File: src/rtl/eeprc_pkg.sv
// package: register offsets, field positions and reset values of page 2 block
package eeprc_pkg;
  // register numbers within the management register space
  localparam logic [4:0] REG_PAGE_SELECT     = 5'h1f;
  localparam logic [4:0] REG_ENERGY_CTRL     = 5'h11;
  localparam logic [4:0] REG_MAC_IF_CTRL     = 5'h14;
  localparam logic [4:0] REG_WAKE_ADDR_LOW   = 5'h15;
  localparam logic [4:0] REG_PAGED_FIRST     = 5'h10;
  localparam logic [4:0] REG_PAGED_LAST      = 5'h1e;
  // page-select values
  localparam logic [15:0] PAGE_STANDARD      = 16'h0000;
  localparam logic [15:0] PAGE_EXTENDED_TWO  = 16'h0002;
  // energy-efficient control field positions
  localparam int EEC_TE_ENABLE_BIT           = 15;
  localparam int EEC_LED_INV_LSB             = 10;
  localparam int EEC_LINK_UP_BIT             = 8;
  localparam int EEC_TX100_EEE_BIT           = 6;
  localparam int EEC_FORCE_LPI_BIT           = 4;
  localparam int EEC_INHIBIT_TX_LPI_BIT      = 3;
  localparam int EEC_INHIBIT_RX_LPI_BIT      = 2;
  // mac interface control field positions
  localparam int MIC_FAST_LINK_FAILURE_SECOND_GEN_BIT                = 15;
  localparam int MIC_SOF_BIT                 = 12;
  localparam int MIC_RXD_REV_BIT             = 7;
  localparam int MIC_RX_DELAY_LSB            = 4;
  localparam int MIC_TXD_REV_BIT             = 3;
  localparam int MIC_TX_DELAY_LSB            = 0;
  // reset values
  localparam logic [1:0]  RST_LED_INV        = 2'h0;
  localparam logic [2:0]  RST_CLK_DELAY      = 3'h0;
  localparam logic [15:0] RST_WAKE_ADDR_LOW  = 16'h0000;
  localparam logic [15:0] RST_PAGE_SELECT    = 16'h0000;
  // management access commands
  typedef enum logic [1:0] {
    EEPRC_CMD_IDLE  = 2'b00,
    EEPRC_CMD_READ  = 2'b01,
    EEPRC_CMD_WRITE = 2'b10
  } eeprc_cmd_t;
endpackage

File: src/rtl/eeprc_nibble_rev.sv
// nibble bit-order reversal with a select
`timescale 1ns/1ps
module eeprc_nibble_rev (
  input  wire logic       rev,
  input  wire logic [3:0] din,
  output logic      [3:0] dout
);
  // bit 3 maps to 0, 2 to 1, 1 to 2, 0 to 3 when selected
  always_comb begin
    dout = din;
    if (rev) begin
      for (int i = 0; i < 4; i++) begin
        dout[i] = din[3 - i];
      end
    end
  end
endmodule

File: src/rtl/eeprc_regs.sv
// extended page 2 energy, mac interface and wake address registers
`timescale 1ns/1ps
module eeprc_regs
  import eeprc_pkg::*;
(
  input  wire logic        clk_sys,
  input  wire logic        srst,
  input  wire logic        soft_rst,
  input  wire logic        mgmt_valid,
  input  wire logic        mgmt_write,
  input  wire logic [4:0]  mgmt_reg,
  input  wire logic [15:0] mgmt_wdata,
  output logic             mgmt_hit,
  output logic      [15:0] mgmt_rdata,
  output logic             mgmt_rvalid,
  input  wire logic        link_up_in,
  input  wire logic        speed_100_in,
  input  wire logic        eee_negotiated_in,
  input  wire logic [1:0]  led_raw,
  output logic      [1:0]  led_out,
  input  wire logic [3:0]  mac_txd,
  input  wire logic        mac_tx_lpi,
  output logic      [3:0]  line_txd,
  output logic             line_tx_lpi,
  input  wire logic [3:0]  line_rxd,
  input  wire logic        line_rx_lpi,
  output logic      [3:0]  mac_rxd,
  output logic             mac_rx_lpi,
  input  wire logic        sof_event_in,
  output logic             sof_out,
  input  wire logic        fast_link_failure_second_gen_event_in,
  output logic             fast_link_failure_second_gen,
  output logic             te_mode,
  output logic             test_packet_generator_lpi,
  output logic      [2:0]  rx_clk_delay,
  output logic      [2:0]  tx_clk_delay,
  output logic      [15:0] magic_packet_wake_addr_low
);
  // storage: sticky control bits, non-sticky fast_link_failure_second_gen enable, page select
  logic        te_en, next_te_en;
  logic [1:0]  led_inv, next_led_inv;
  logic        force_lpi, next_force_lpi;
  logic        inh_tx, next_inh_tx;
  logic        inh_rx, next_inh_rx;
  logic        fast_link_failure_second_gen_en, next_fast_link_failure_second_gen_en;
  logic        sof_en, next_sof_en;
  logic        rxd_rev, next_rxd_rev;
  logic        txd_rev, next_txd_rev;
  logic [2:0]  rx_dly, next_rx_dly;
  logic [2:0]  tx_dly, next_tx_dly;
  logic [15:0] wake_lo, next_wake_lo;
  logic [15:0] page, next_page;
  logic [15:0] next_rdata;
  logic        next_rvalid;
  logic        link_s1, link_s2, spd_s1, spd_s2, eee_s1, eee_s2;
  logic        tx100_eee, tx100_eee_q;
  logic [3:0]  txd_rev_out, rxd_rev_out;

  // decode: is the register number paged to page 2 right now
  function automatic logic on_page2(input logic [4:0] r,
                                    input logic [15:0] pg);
    on_page2 = (pg == PAGE_EXTENDED_TWO) && (r >= REG_PAGED_FIRST)
               && (r <= REG_PAGED_LAST);
  endfunction

  // status pins come from other domains, so two flops before use
  always_ff @(posedge clk_sys) begin
    if (srst) begin
      link_s1 <= 1'b0;
      link_s2 <= 1'b0;
      spd_s1  <= 1'b0;
      spd_s2  <= 1'b0;
      eee_s1  <= 1'b0;
      eee_s2  <= 1'b0;
    end else begin
      link_s1 <= link_up_in;
      link_s2 <= link_s1;
      spd_s1  <= speed_100_in;
      spd_s2  <= spd_s1;
      eee_s1  <= eee_negotiated_in;
      eee_s2  <= eee_s1;
    end
  end

  // eee in effect only with link up at 100 and eee agreed
  assign tx100_eee = link_s2 && spd_s2 && eee_s2;

  // next-state of the register file and read data
  always_comb begin
    next_te_en     = te_en;
    next_led_inv   = led_inv;
    next_force_lpi = force_lpi;
    next_inh_tx    = inh_tx;
    next_inh_rx    = inh_rx;
    next_fast_link_failure_second_gen_en   = fast_link_failure_second_gen_en;
    next_sof_en    = sof_en;
    next_rxd_rev   = rxd_rev;
    next_txd_rev   = txd_rev;
    next_rx_dly    = rx_dly;
    next_tx_dly    = tx_dly;
    next_wake_lo   = wake_lo;
    next_page      = page;
    next_rdata     = 16'h0000;
    next_rvalid    = mgmt_valid && !mgmt_write && mgmt_hit;
    // software reset clears only the non-sticky enable
    if (soft_rst) begin
      next_fast_link_failure_second_gen_en = 1'b0;
    end
    if (mgmt_valid && mgmt_write) begin
      if (mgmt_reg == REG_PAGE_SELECT) begin
        next_page = mgmt_wdata;
      end else if (on_page2(mgmt_reg, page)
                   && mgmt_reg == REG_ENERGY_CTRL) begin
        // read-only and reserved positions are simply not stored
        next_te_en     = mgmt_wdata[EEC_TE_ENABLE_BIT];
        next_led_inv   = mgmt_wdata[EEC_LED_INV_LSB +: 2];
        next_force_lpi = mgmt_wdata[EEC_FORCE_LPI_BIT];
        next_inh_tx    = mgmt_wdata[EEC_INHIBIT_TX_LPI_BIT];
        next_inh_rx    = mgmt_wdata[EEC_INHIBIT_RX_LPI_BIT];
      end else if (on_page2(mgmt_reg, page)
                   && mgmt_reg == REG_MAC_IF_CTRL) begin
        next_fast_link_failure_second_gen_en = mgmt_wdata[MIC_FAST_LINK_FAILURE_SECOND_GEN_BIT];
        next_sof_en  = mgmt_wdata[MIC_SOF_BIT];
        next_rxd_rev = mgmt_wdata[MIC_RXD_REV_BIT];
        next_rx_dly  = mgmt_wdata[MIC_RX_DELAY_LSB +: 3];
        next_txd_rev = mgmt_wdata[MIC_TXD_REV_BIT];
        next_tx_dly  = mgmt_wdata[MIC_TX_DELAY_LSB +: 3];
      end else if (on_page2(mgmt_reg, page)
                   && mgmt_reg == REG_WAKE_ADDR_LOW) begin
        next_wake_lo = mgmt_wdata;
      end
    end
    // read mux; unlisted bits stay zero
    if (mgmt_reg == REG_PAGE_SELECT) begin
      next_rdata = page;
    end else if (on_page2(mgmt_reg, page)
                 && mgmt_reg == REG_ENERGY_CTRL) begin
      next_rdata[EEC_TE_ENABLE_BIT]      = te_en;
      next_rdata[EEC_LED_INV_LSB +: 2]   = led_inv;
      next_rdata[EEC_LINK_UP_BIT]        = link_s2;
      next_rdata[EEC_TX100_EEE_BIT]      = tx100_eee_q;
      next_rdata[EEC_FORCE_LPI_BIT]      = force_lpi;
      next_rdata[EEC_INHIBIT_TX_LPI_BIT] = inh_tx;
      next_rdata[EEC_INHIBIT_RX_LPI_BIT] = inh_rx;
    end else if (on_page2(mgmt_reg, page)
                 && mgmt_reg == REG_MAC_IF_CTRL) begin
      next_rdata[MIC_FAST_LINK_FAILURE_SECOND_GEN_BIT]           = fast_link_failure_second_gen_en;
      next_rdata[MIC_SOF_BIT]            = sof_en;
      next_rdata[MIC_RXD_REV_BIT]        = rxd_rev;
      next_rdata[MIC_RX_DELAY_LSB +: 3]  = rx_dly;
      next_rdata[MIC_TXD_REV_BIT]        = txd_rev;
      next_rdata[MIC_TX_DELAY_LSB +: 3]  = tx_dly;
    end else if (on_page2(mgmt_reg, page)
                 && mgmt_reg == REG_WAKE_ADDR_LOW) begin
      next_rdata = wake_lo;
    end
  end

  // claim only this block's registers; others belong elsewhere
  assign mgmt_hit = (mgmt_reg == REG_PAGE_SELECT)
                    || (on_page2(mgmt_reg, page)
                        && (mgmt_reg == REG_ENERGY_CTRL
                            || mgmt_reg == REG_MAC_IF_CTRL
                            || mgmt_reg == REG_WAKE_ADDR_LOW));

  // only hardware reset restores sticky defaults
  always_ff @(posedge clk_sys) begin
    if (srst) begin
      te_en       <= 1'b0;
      led_inv     <= RST_LED_INV;
      force_lpi   <= 1'b0;
      inh_tx      <= 1'b0;
      inh_rx      <= 1'b0;
      fast_link_failure_second_gen_en     <= 1'b0;
      sof_en      <= 1'b0;
      rxd_rev     <= 1'b0;
      txd_rev     <= 1'b0;
      rx_dly      <= RST_CLK_DELAY;
      tx_dly      <= RST_CLK_DELAY;
      wake_lo     <= RST_WAKE_ADDR_LOW;
      page        <= RST_PAGE_SELECT;
      mgmt_rdata  <= 16'h0000;
      mgmt_rvalid <= 1'b0;
      tx100_eee_q <= 1'b0;
    end else begin
      te_en       <= next_te_en;
      led_inv     <= next_led_inv;
      force_lpi   <= next_force_lpi;
      inh_tx      <= next_inh_tx;
      inh_rx      <= next_inh_rx;
      fast_link_failure_second_gen_en     <= next_fast_link_failure_second_gen_en;
      sof_en      <= next_sof_en;
      rxd_rev     <= next_rxd_rev;
      txd_rev     <= next_txd_rev;
      rx_dly      <= next_rx_dly;
      tx_dly      <= next_tx_dly;
      wake_lo     <= next_wake_lo;
      page        <= next_page;
      mgmt_rdata  <= next_rdata;
      mgmt_rvalid <= next_rvalid;
      tx100_eee_q <= tx100_eee;
    end
  end

  // nibble reversal on both data directions
  eeprc_nibble_rev u_tx_rev (
    .rev  (txd_rev),
    .din  (mac_txd),
    .dout (txd_rev_out)
  );
  eeprc_nibble_rev u_rx_rev (
    .rev  (rxd_rev),
    .din  (line_rxd),
    .dout (rxd_rev_out)
  );

  // datapath and control outputs, registered for clean timing
  always_ff @(posedge clk_sys) begin
    if (srst) begin
      line_txd                     <= 4'h0;
      line_tx_lpi                  <= 1'b0;
      mac_rxd                      <= 4'h0;
      mac_rx_lpi                   <= 1'b0;
      led_out                      <= 2'h3;
      sof_out                      <= 1'b0;
      fast_link_failure_second_gen <= 1'b0;
      test_packet_generator_lpi    <= 1'b0;
    end else begin
      // forced lpi drops mac data entirely
      line_txd <= force_lpi ? 4'h0 : txd_rev_out;
      line_tx_lpi <= force_lpi
                     || (mac_tx_lpi && !(inh_tx && spd_s2));
      mac_rxd <= rxd_rev_out;
      mac_rx_lpi <= line_rx_lpi && !(inh_rx && spd_s2);
      // raw led is active high; default drives pins low when on
      led_out <= ~led_raw ^ led_inv;
      sof_out <= sof_en && sof_event_in;
      fast_link_failure_second_gen <= fast_link_failure_second_gen_en && fast_link_failure_second_gen_event_in;
      test_packet_generator_lpi <= force_lpi;
    end
  end

  assign te_mode = te_en;
  assign rx_clk_delay = rx_dly;
  assign tx_clk_delay = tx_dly;
  assign magic_packet_wake_addr_low = wake_lo;
endmodule

File: config.mk
export PLATFORM = sky130hd
export DESIGN_NAME = eeprc_regs
export DESIGN_NICKNAME = d
export VERILOG_FILES = /design/src/rtl/eeprc_pkg.sv /design/src/rtl/eeprc_nibble_rev.sv /design/src/rtl/eeprc_regs.sv
export SDC_FILE = /design/constraint.sdc
export NUM_CORES = 1
export LEC_CHECK = 0
export BUFFER_PORTS_ARGS = -buffer_cell sky130_fd_sc_hd__buf_2
export CORE_MARGIN = 4
export CORE_UTILIZATION = 55
export CTS_CLUSTER_SIZE = 16
export DETAILED_ROUTE_END_ITERATION = 10
export PLACE_DENSITY = 0.83
export REMOVE_ABC_BUFFERS = 1
export SLEW_MARGIN = 10
export SYNTH_ARGS = -nofsm -noshare
export SYNTH_HDL_FRONTEND = slang
export SYNTH_SLANG_ARGS = --single-unit
File: constraint.sdc
create_clock -name clk_sys -period 2.5 [get_ports clk_sys]
set_input_delay 0.125 -clock clk_sys [delete_from_list [all_inputs] [get_ports clk_sys]]
set_output_delay 0.125 -clock clk_sys [all_outputs]
set_load 0.005 [all_outputs]
==> impl_metrics.json, run 1 <==
{
  "sequentialPowerShare": 0.533,
  "synth_xor_area_frac": 0.004765,
  "tritoncts": "done",
  "power.combinational.fraction": 0.076,
  "worstSetupPathType": "reg2out",
  "sequential_area_share_after_synthesis": 0.4738,
  "postSynthCellCount": 386,
  "multi_input_comb_area_sq_um": 1765,
  "die_w_um": 89.76,
  "final.min_clock_period_ns": 2.331,
  "worstSkewPairLatency_ns": 0.37,
  "post_cts_resized": 0,
  "main_combinational_cell_family_by_area_after_synthesis": "simple AND/OR/NAND/NOR gates",
  "synthAdderAreaFrac": 0,
  "cts_buffers": 9,
  "die_area_sq_um": 8056,
  "ctsLongestPathBuffers": 2,
  "yosys_warnings": 0,
  "post_synth_and_or_nand_nor_area_fraction": 0.2335,
  "swShare": 0.2519,
  "intPower_mw": 1.975,
  "h-tree-depth": 3,
  "setup.worst_path.end_class": "output pin",
  "outcome": "finished clean",
  "grtUsageTotal": 0.2558,
  "synth.area.mux_share": 0.1198,
  "crit_path_cell_trace": "nor4_4, nand4_2, buf_4, or3_1, nand3_1, buf_2",
  "die_h_um": 89.76,
  "final_critical_path_setup_slack_ns": 0.1691,
  "final_core_util": 0.7072,
  "antenna_violating_nets_post_route": 0,
  "global_route.peak_usage_layer": "met2",
  "timing.final.setup_violations": 0,
  "critical_path_required_ns": 2.38,
  "clk_pin_slew_ns": 0.10,
  "globalRouteMet3Util": 0.08097,
  "clkPwrFrac": 0.391,
  "final.fill_count": 512,
  "final_layout_size_suffix_gt1_frac": 0.2755,
  "worst_hold_path_endpoint": "mac_rxd[1]",
  "finalSetupTns_ns": 0,
  "wirelength_um": 10300,
  "power.density_cell_area_nw_per_um2": 581.2,
  "tritoncts_num_sinks": 87,
  "met1_usage": 0.3201,
  "root_buffer": "sky130_fd_sc_hd__clkbuf_8",
  "final_net_count": 528,
  "p_leak_nw": 1.889,
  "viasPerCell": 6.078,
  "antenna_cells": 0,
  "first_global_vias": 3453,
  "preCtsSetupSlack_ns": 0.5452,
  "register_area_sq_um": 1742,
  "r2r-start": "page[12]",
  "number_of_antenna_violations_at_the_first_check_in_global_routing": 0,
  "start_util": 0.5724,
  "critical_path.slowest_cell": "sky130_fd_sc_hd__or3_1",
  "vdd_ir_drop_max_mv": 0.4302,
  "r2r_setup_slack_ns": 0.49,
  "grt_pass1_wl_um": 16860,
  "synth_compound_gate_area_share": 0.1222,
  "place_hpwl_um": 6927,
  "dpl_cell_area_sq_um": 4217,
  "core-area_sq_um": 6422,
  "sw_pwr_mw": 0.6649,
  "worst-slew-pin-transition_ns": 0.8051,
  "critPathLaunchType": "flip-flop",
  "detailedRoute.firstIterationViolations": 378,
  "drt_wl_cell_um": 18.17,
  "timing.hold.worst.start": "line_rxd[1]",
  "worstPathMaxFanout": 16,
  "io_buffers": 98,
  "post_synth_num_cell_types": 35,
  "cts_hold_buf": 12,
  "synthesized_cell_area_sq_um": 3676,
  "synth.avg_cell_area_sq_um": 9.523,
  "cts_setup_buffers": 0,
  "setup_repair_after_global_routing_missed_its_margin": "false",
  "worst_hold_path_type": "in2reg",
  "min_path_cells": 3,
  "hold_viol": 0,
  "grt_overflow_total": 0,
  "regToRegEndpoint": "inh_rx",
  "pre_repair_dr_iteration_count": 5,
  "dr_total_vias": 3446,
  "reg2regPathDepth": 5,
  "fin_max_slew_vios": 0,
  "critPathArrivalTime_ns": 2.21,
  "drcViolationCount": 0,
  "synth_seq_cells": 87,
  "grt_max_degree": 52,
  "maxCapViolations": 0,
  "finalCritPeriodShare": 0.9324,
  "io-pin-count": 99,
  "grt.met2_usage": 0.3966,
  "fmaxAchievable_mhz": 429.0,
  "crit_path_max_incr_delay_ns": 0.38,
  "placement_rows": 29,
  "globalplace.congestion": 0.9229,
  "final_design_area_no_fill_sq_um": 4542,
  "flow.area_growth_from_synthesis_pct": 23.55,
  "timing.slew.headroom": 0.4633,
  "worst_clock_skew_ns": 0.01068
}
-- kinds of logic (layout without fill, tap and decap cells) --
kind of cell | count (synthesis) | after routing
simple gates | 148 | 148
flops | 87 | 87
compound gates | 69 | 69
mux | 44 | 44
buf+inv | 36 | 140
xor+xnor | 2 | 2
-- area by class of cell --
| class | instances | area share |
|---|---|---|
| Multi-Input combinational cell | 263 | 0.3887 |
| Sequential cell | 87 | 0.3835 |
| Timing Repair Buffer | 122 | 0.1598 |
| Clock buffer | 10 | 0.03030 |
| Tap cell | 77 | 0.02121 |
| Clock inverter | 6 | 0.01488 |
| Inverter | 2 | 0.001653 |
-- metal layers --
layer / share of wire / wire length (um) / vias up
li1: - / - / 1607
met3: 0.11 / 1107 / 36
met4: 0.032 / 333 / 0
met1: 0.41 / 4239 / 1593
met2: 0.45 / 4621 / 210
met5: 0 / 0 / -
-- flip-flops by register name (all words and copies together), names as in the netlist, 2 cells and up --
name and flops:
magic_packet_wake_addr_low 16, led_out 2, page 16, tx_clk_delay 3, led_inv 2, rx_clk_delay 3, mac_rxd 4, mgmt_rdata 16
line_txd 4
-- placed cells by master (no fill, tap or decap), types with 3 or more instances in the layout --
| cell type | count |
|---|---|
| sky130_fd_sc_hd__o41ai_1 | 12 |
| sky130_fd_sc_hd__dlygate4sd3_1 | 12 |
| sky130_fd_sc_hd__a211oi_1 | 9 |
| sky130_fd_sc_hd__nor3_1 | 6 |
| sky130_fd_sc_hd__nor2b_1 | 6 |
| sky130_fd_sc_hd__nand3_1 | 10 |
| sky130_fd_sc_hd__clkbuf_8 | 10 |
| sky130_fd_sc_hd__buf_2 | 98 |
| sky130_fd_sc_hd__a31oi_1 | 11 |
| sky130_fd_sc_hd__or4_1 | 3 |
| sky130_fd_sc_hd__buf_4 | 10 |
| sky130_fd_sc_hd__a21oi_1 | 28 |
| sky130_fd_sc_hd__nand2_1 | 17 |
| sky130_fd_sc_hd__mux2i_1 | 44 |
| sky130_fd_sc_hd__nand2b_1 | 17 |
| sky130_fd_sc_hd__nand4_1 | 29 |
| sky130_fd_sc_hd__nor2_1 | 42 |
| sky130_fd_sc_hd__dfxtp_1 | 87 |
| sky130_fd_sc_hd__o31ai_1 | 8 |
-- power groups by stage --
stage	clock (mW)	sequential, mW	combinational (mW)
2_1_floorplan	0	1.44	0.0662
3_3_place_gp	0	1.44	0.176
3_5_place_dp	0	1.44	0.180
4_1_cts	1.03	1.41	0.195
5_1_grt	1.09	1.41	0.216
6_report	1.03	1.41	0.200
-- synth_stat cells --
cell / n / area [sq um]
sky130_fd_sc_hd__a211oi_1: 9 / 67.56
sky130_fd_sc_hd__a21o_1: 1 / 7.510
sky130_fd_sc_hd__a21oi_1: 28 / 140.1
sky130_fd_sc_hd__a31oi_1: 11 / 68.82
sky130_fd_sc_hd__and2_1: 2 / 12.51
sky130_fd_sc_hd__and3_1: 2 / 12.51
sky130_fd_sc_hd__and3b_1: 1 / 8.760
sky130_fd_sc_hd__and4_1: 1 / 8.760
sky130_fd_sc_hd__and4b_1: 1 / 10.01
sky130_fd_sc_hd__buf_1: 3 / 11.26
sky130_fd_sc_hd__buf_2: 9 / 45.04
sky130_fd_sc_hd__buf_4: 6 / 45.04
sky130_fd_sc_hd__clkbuf_1: 16 / 60.06
sky130_fd_sc_hd__dfxtp_1: 87 / 1742
sky130_fd_sc_hd__inv_1: 2 / 7.510
sky130_fd_sc_hd__mux2i_1: 44 / 440.4
sky130_fd_sc_hd__nand2_1: 17 / 63.81
sky130_fd_sc_hd__nand2_2: 1 / 6.260
sky130_fd_sc_hd__nand2b_1: 17 / 106.4
sky130_fd_sc_hd__nand3_1: 10 / 50.05
sky130_fd_sc_hd__nand3_2: 1 / 10.01
sky130_fd_sc_hd__nand4_1: 29 / 181.4
sky130_fd_sc_hd__nand4_2: 1 / 12.51
sky130_fd_sc_hd__nor2_1: 42 / 157.7
sky130_fd_sc_hd__nor2b_1: 6 / 37.54
sky130_fd_sc_hd__nor3_1: 6 / 30.03
sky130_fd_sc_hd__nor3_4: 1 / 16.27
sky130_fd_sc_hd__nor4_4: 2 / 42.54
sky130_fd_sc_hd__nor4b_4: 2 / 47.55
sky130_fd_sc_hd__o31ai_1: 8 / 60.06
sky130_fd_sc_hd__o41ai_1: 12 / 105.1
sky130_fd_sc_hd__or3_1: 2 / 12.51
sky130_fd_sc_hd__or3b_2: 1 / 8.760
sky130_fd_sc_hd__or4_1: 3 / 22.52
sky130_fd_sc_hd__xor2_1: 2 / 17.52
-- worst max-delay path by stage --
stage	start	end	slack (ns)
CTS	page[12]	mgmt_hit	0.17
floorplan	page[12]	magic_packet_wake_addr_low[15]	0.20
detailed placement	page[12]	inh_rx	0.55
global route	page[12]	mgmt_hit	0.03
global placement	page[12]	mgmt_hit	0.60
finish	page[12]	mgmt_hit	0.17
-- metrics by stage --
step                hold slack, ns  total power, mW  cells
CTS                       0.001305            2.632    567
detailed placement          0.3412            1.619    539
floorplan                   0.1941            1.507    352
global route               0.01378            2.718    567
global placement            0.3321            1.615    539
finish                    0.007160            2.640    567
-- critical path, delay by kind of cell (launching register included) --
family	cells	cell delay, ns
simple gates	4	1.05
buf+inv	2	0.44
flops	1	0.35
Power figures use the tool's default switching activity.
==> inputs of run 2 (changes only) <==
--- a/config.mk
+++ b/config.mk
@@ -11,7 +11,6 @@
 export CTS_CLUSTER_SIZE = 16
 export DETAILED_ROUTE_END_ITERATION = 10
 export PLACE_DENSITY = 0.83
-export REMOVE_ABC_BUFFERS = 1
 export SLEW_MARGIN = 10
 export SYNTH_ARGS = -nofsm -noshare
 export SYNTH_HDL_FRONTEND = slang
==> constraint.sdc (replaced) <==
create_clock -name clk_sys -period 2.5 [get_ports clk_sys]
set_input_delay 0.375 -clock clk_sys [delete_from_list [all_inputs] [get_ports clk_sys]]
set_output_delay 0.375 -clock clk_sys [all_outputs]
set_load 0.005 [all_outputs]
==> impl_metrics.json, run 2 (same netlist as run 1, synthesis figures left out) <==
{
  "outcome": "finished clean",
  "preCtsSetupSlack_ns": 0.3012,
  "grt_overflow_total": 0,
  "post_cts_resized": 0,
  "worstSetupPathType": "reg2out",
  "h-tree-depth": 3,
  "power.total_mw": 2.679,
  "start_util": 0.5724,
  "io_buffers": 98,
  "worstSkewPairLatency_ns": 0.36,
  "setup.worst_path.end_class": "output pin",
  "swShare": 0.2213,
  "crit_path_max_incr_delay_ns": 0.40,
  "grt_max_degree": 34,
  "r2r-start": "page[15]",
  "worstPathBufferInverterCount": 1,
  "io-pin-count": 99,
  "detailedRoute.firstIterationViolations": 180,
  "clkPwrFrac": 0.408,
  "antenna_cells": 0,
  "maxCapViolations": 0,
  "dpl_cell_area_sq_um": 4229,
  "setup_repair_after_global_routing_missed_its_margin": "false",
  "pre_repair_dr_iteration_count": 5,
  "power.density_cell_area_nw_per_um2": 601.7,
  "final_design_area_no_fill_sq_um": 4453,
  "reg2regPathDepth": 5,
  "worst_clock_skew_ns": 0.01116,
  "p_leak_nw": 1.869,
  "min_path_cells": 3,
  "fin_max_slew_vios": 0,
  "finalSetupTns_ns": 0,
  "cts_buffers": 9,
  "power.combinational.fraction": 0.067,
  "intPower_mw": 2.087,
  "vdd_ir_drop_max_mv": 0.3358,
  "sw_pwr_mw": 0.5929,
  "final.min_clock_period_ns": 2.322,
  "antenna_violating_nets_post_route": 0,
  "die_h_um": 89.76,
  "critical_path.slowest_cell": "sky130_fd_sc_hd__nor4b_4",
  "crit_path_cell_trace": "nor4b_4, nand2_2, or3_1, nand3_1, buf_2",
  "grtUsageTotal": 0.2321,
  "critPathArrivalTime_ns": 1.95,
  "final_cell_mix": "sky130_fd_sc_hd__buf_2, sky130_fd_sc_hd__dfxtp_1, sky130_fd_sc_hd__mux2i_1, sky130_fd_sc_hd__nor2_1, sky130_fd_sc_hd__nand4_1",
  "globalplace.congestion": 0.8962,
  "critical_path_required_ns": 2.12,
  "tritoncts": "done",
  "critPathLaunchType": "flip-flop",
  "cpLargestDelayFamily": "simple AND/OR/NAND/NOR gates",
  "place_hpwl_um": 6731,
  "placement_rows": 29,
  "clk_pin_slew_ns": 0.08,
  "timing.slew.headroom": 0.5882,
  "number_of_antenna_violations_at_the_first_check_in_global_routing": 0,
  "worst-slew-pin-transition_ns": 0.6177,
  "viasPerCell": 5.988,
  "die_area_sq_um": 8056,
  "final_critical_path_setup_slack_ns": 0.1780,
  "finalCritPeriodShare": 0.9288,
  "final_layout_size_suffix_gt1_frac": 0.2857,
  "drcViolationCount": 0,
  "worst-path-stages": 5,
  "wirelength_um": 9432,
  "worst_hold_path_type": "in2reg",
  "ctsLongestPathBuffers": 2,
  "root_buffer": "sky130_fd_sc_hd__clkbuf_8",
  "worst_hold_path_endpoint": "fast_link_failure_second_gen",
  "cts_hold_buf": 0,
  "sequentialPowerShare": 0.525,
  "grt_pass1_wl_um": 15350,
  "drt_wl_cell_um": 16.84,
  "flow.area_growth_from_synthesis_pct": 21.14,
  "timing.final.setup_violations": 0,
  "worstPathMaxFanout": 10,
  "fmaxAchievable_mhz": 430.7,
  "core-area_sq_um": 6422,
  "cts_setup_buffers": 0,
  "die_w_um": 89.76,
  "tritoncts_num_sinks": 87,
  "regToRegEndpoint": "te_mode",
  "final_net_count": 521,
  "first_global_vias": 3214,
  "timing.hold.worst.start": "fast_link_failure_second_gen_event_in",
  "r2r_setup_slack_ns": 0.58,
  "dr_total_vias": 3353,
  "hold_viol": 0,
  "synth_nets": 429,
  "mostFrequentLayoutCell": "sky130_fd_sc_hd__buf_2"
}
[run 2: metal layers]
layer  global-route usage  share of wire  vias to the layer above  wire length [um]
met4              0.08812          0.011                        0               103
met5                    0              0                        -                 0
li1                     -              -                     1595                 -
met2               0.3565           0.46                      178              4371
met3              0.07179          0.095                       13               894
met1               0.3071           0.43                     1567              4062
[run 2: final cells by class]
type                       instances  area [sq um]
sequential                        87          1742
tap                               77         96.34
clock buffer                      13         158.9
inverter                           2         7.507
clock inverter                     3         65.06
fill                             517          1969
timing repair buffer             115         618.1
multi-input combinational        263          1765
[run 2: metrics by stage]
step,util,std cells,hold WS (ns)
after floorplan,-,386,0.4138
after global placement,0.6585,544,0.4185
after detailed placement,0.6585,544,0.4283
after CTS,0.6934,560,0.2249
after global routing,0.6934,560,0.2303
final,0.6934,560,0.2308
[run 2: worst max path at each step]
stage	startpoint	to	slack (ns)
finish	page[15]	mgmt_hit	0.18
global route	page[15]	mgmt_hit	0.10
CTS	page[15]	mgmt_hit	0.19
detailed placement	mgmt_reg[2]	magic_packet_wake_addr_low[4]	0.30
global placement	mgmt_reg[2]	magic_packet_wake_addr_low[15]	0.35
floorplan	page[12]	mgmt_hit	0.83
[run 2: power groups by stage]
stage	combinational, mW	clock, mW	sequential (mW)
floorplan	0.0954	0	1.44
finish	0.179	1.09	1.41
global placement	0.173	0	1.44
detailed placement	0.177	0	1.44
global route	0.195	1.16	1.41
CTS	0.177	1.10	1.41
[run 2: worst min-delay path: cells and delay by family]
kind / cells / cell delay, ns
buffers and inverters: 1 / 0.09
and+or+nand+nor: 2 / 0.07
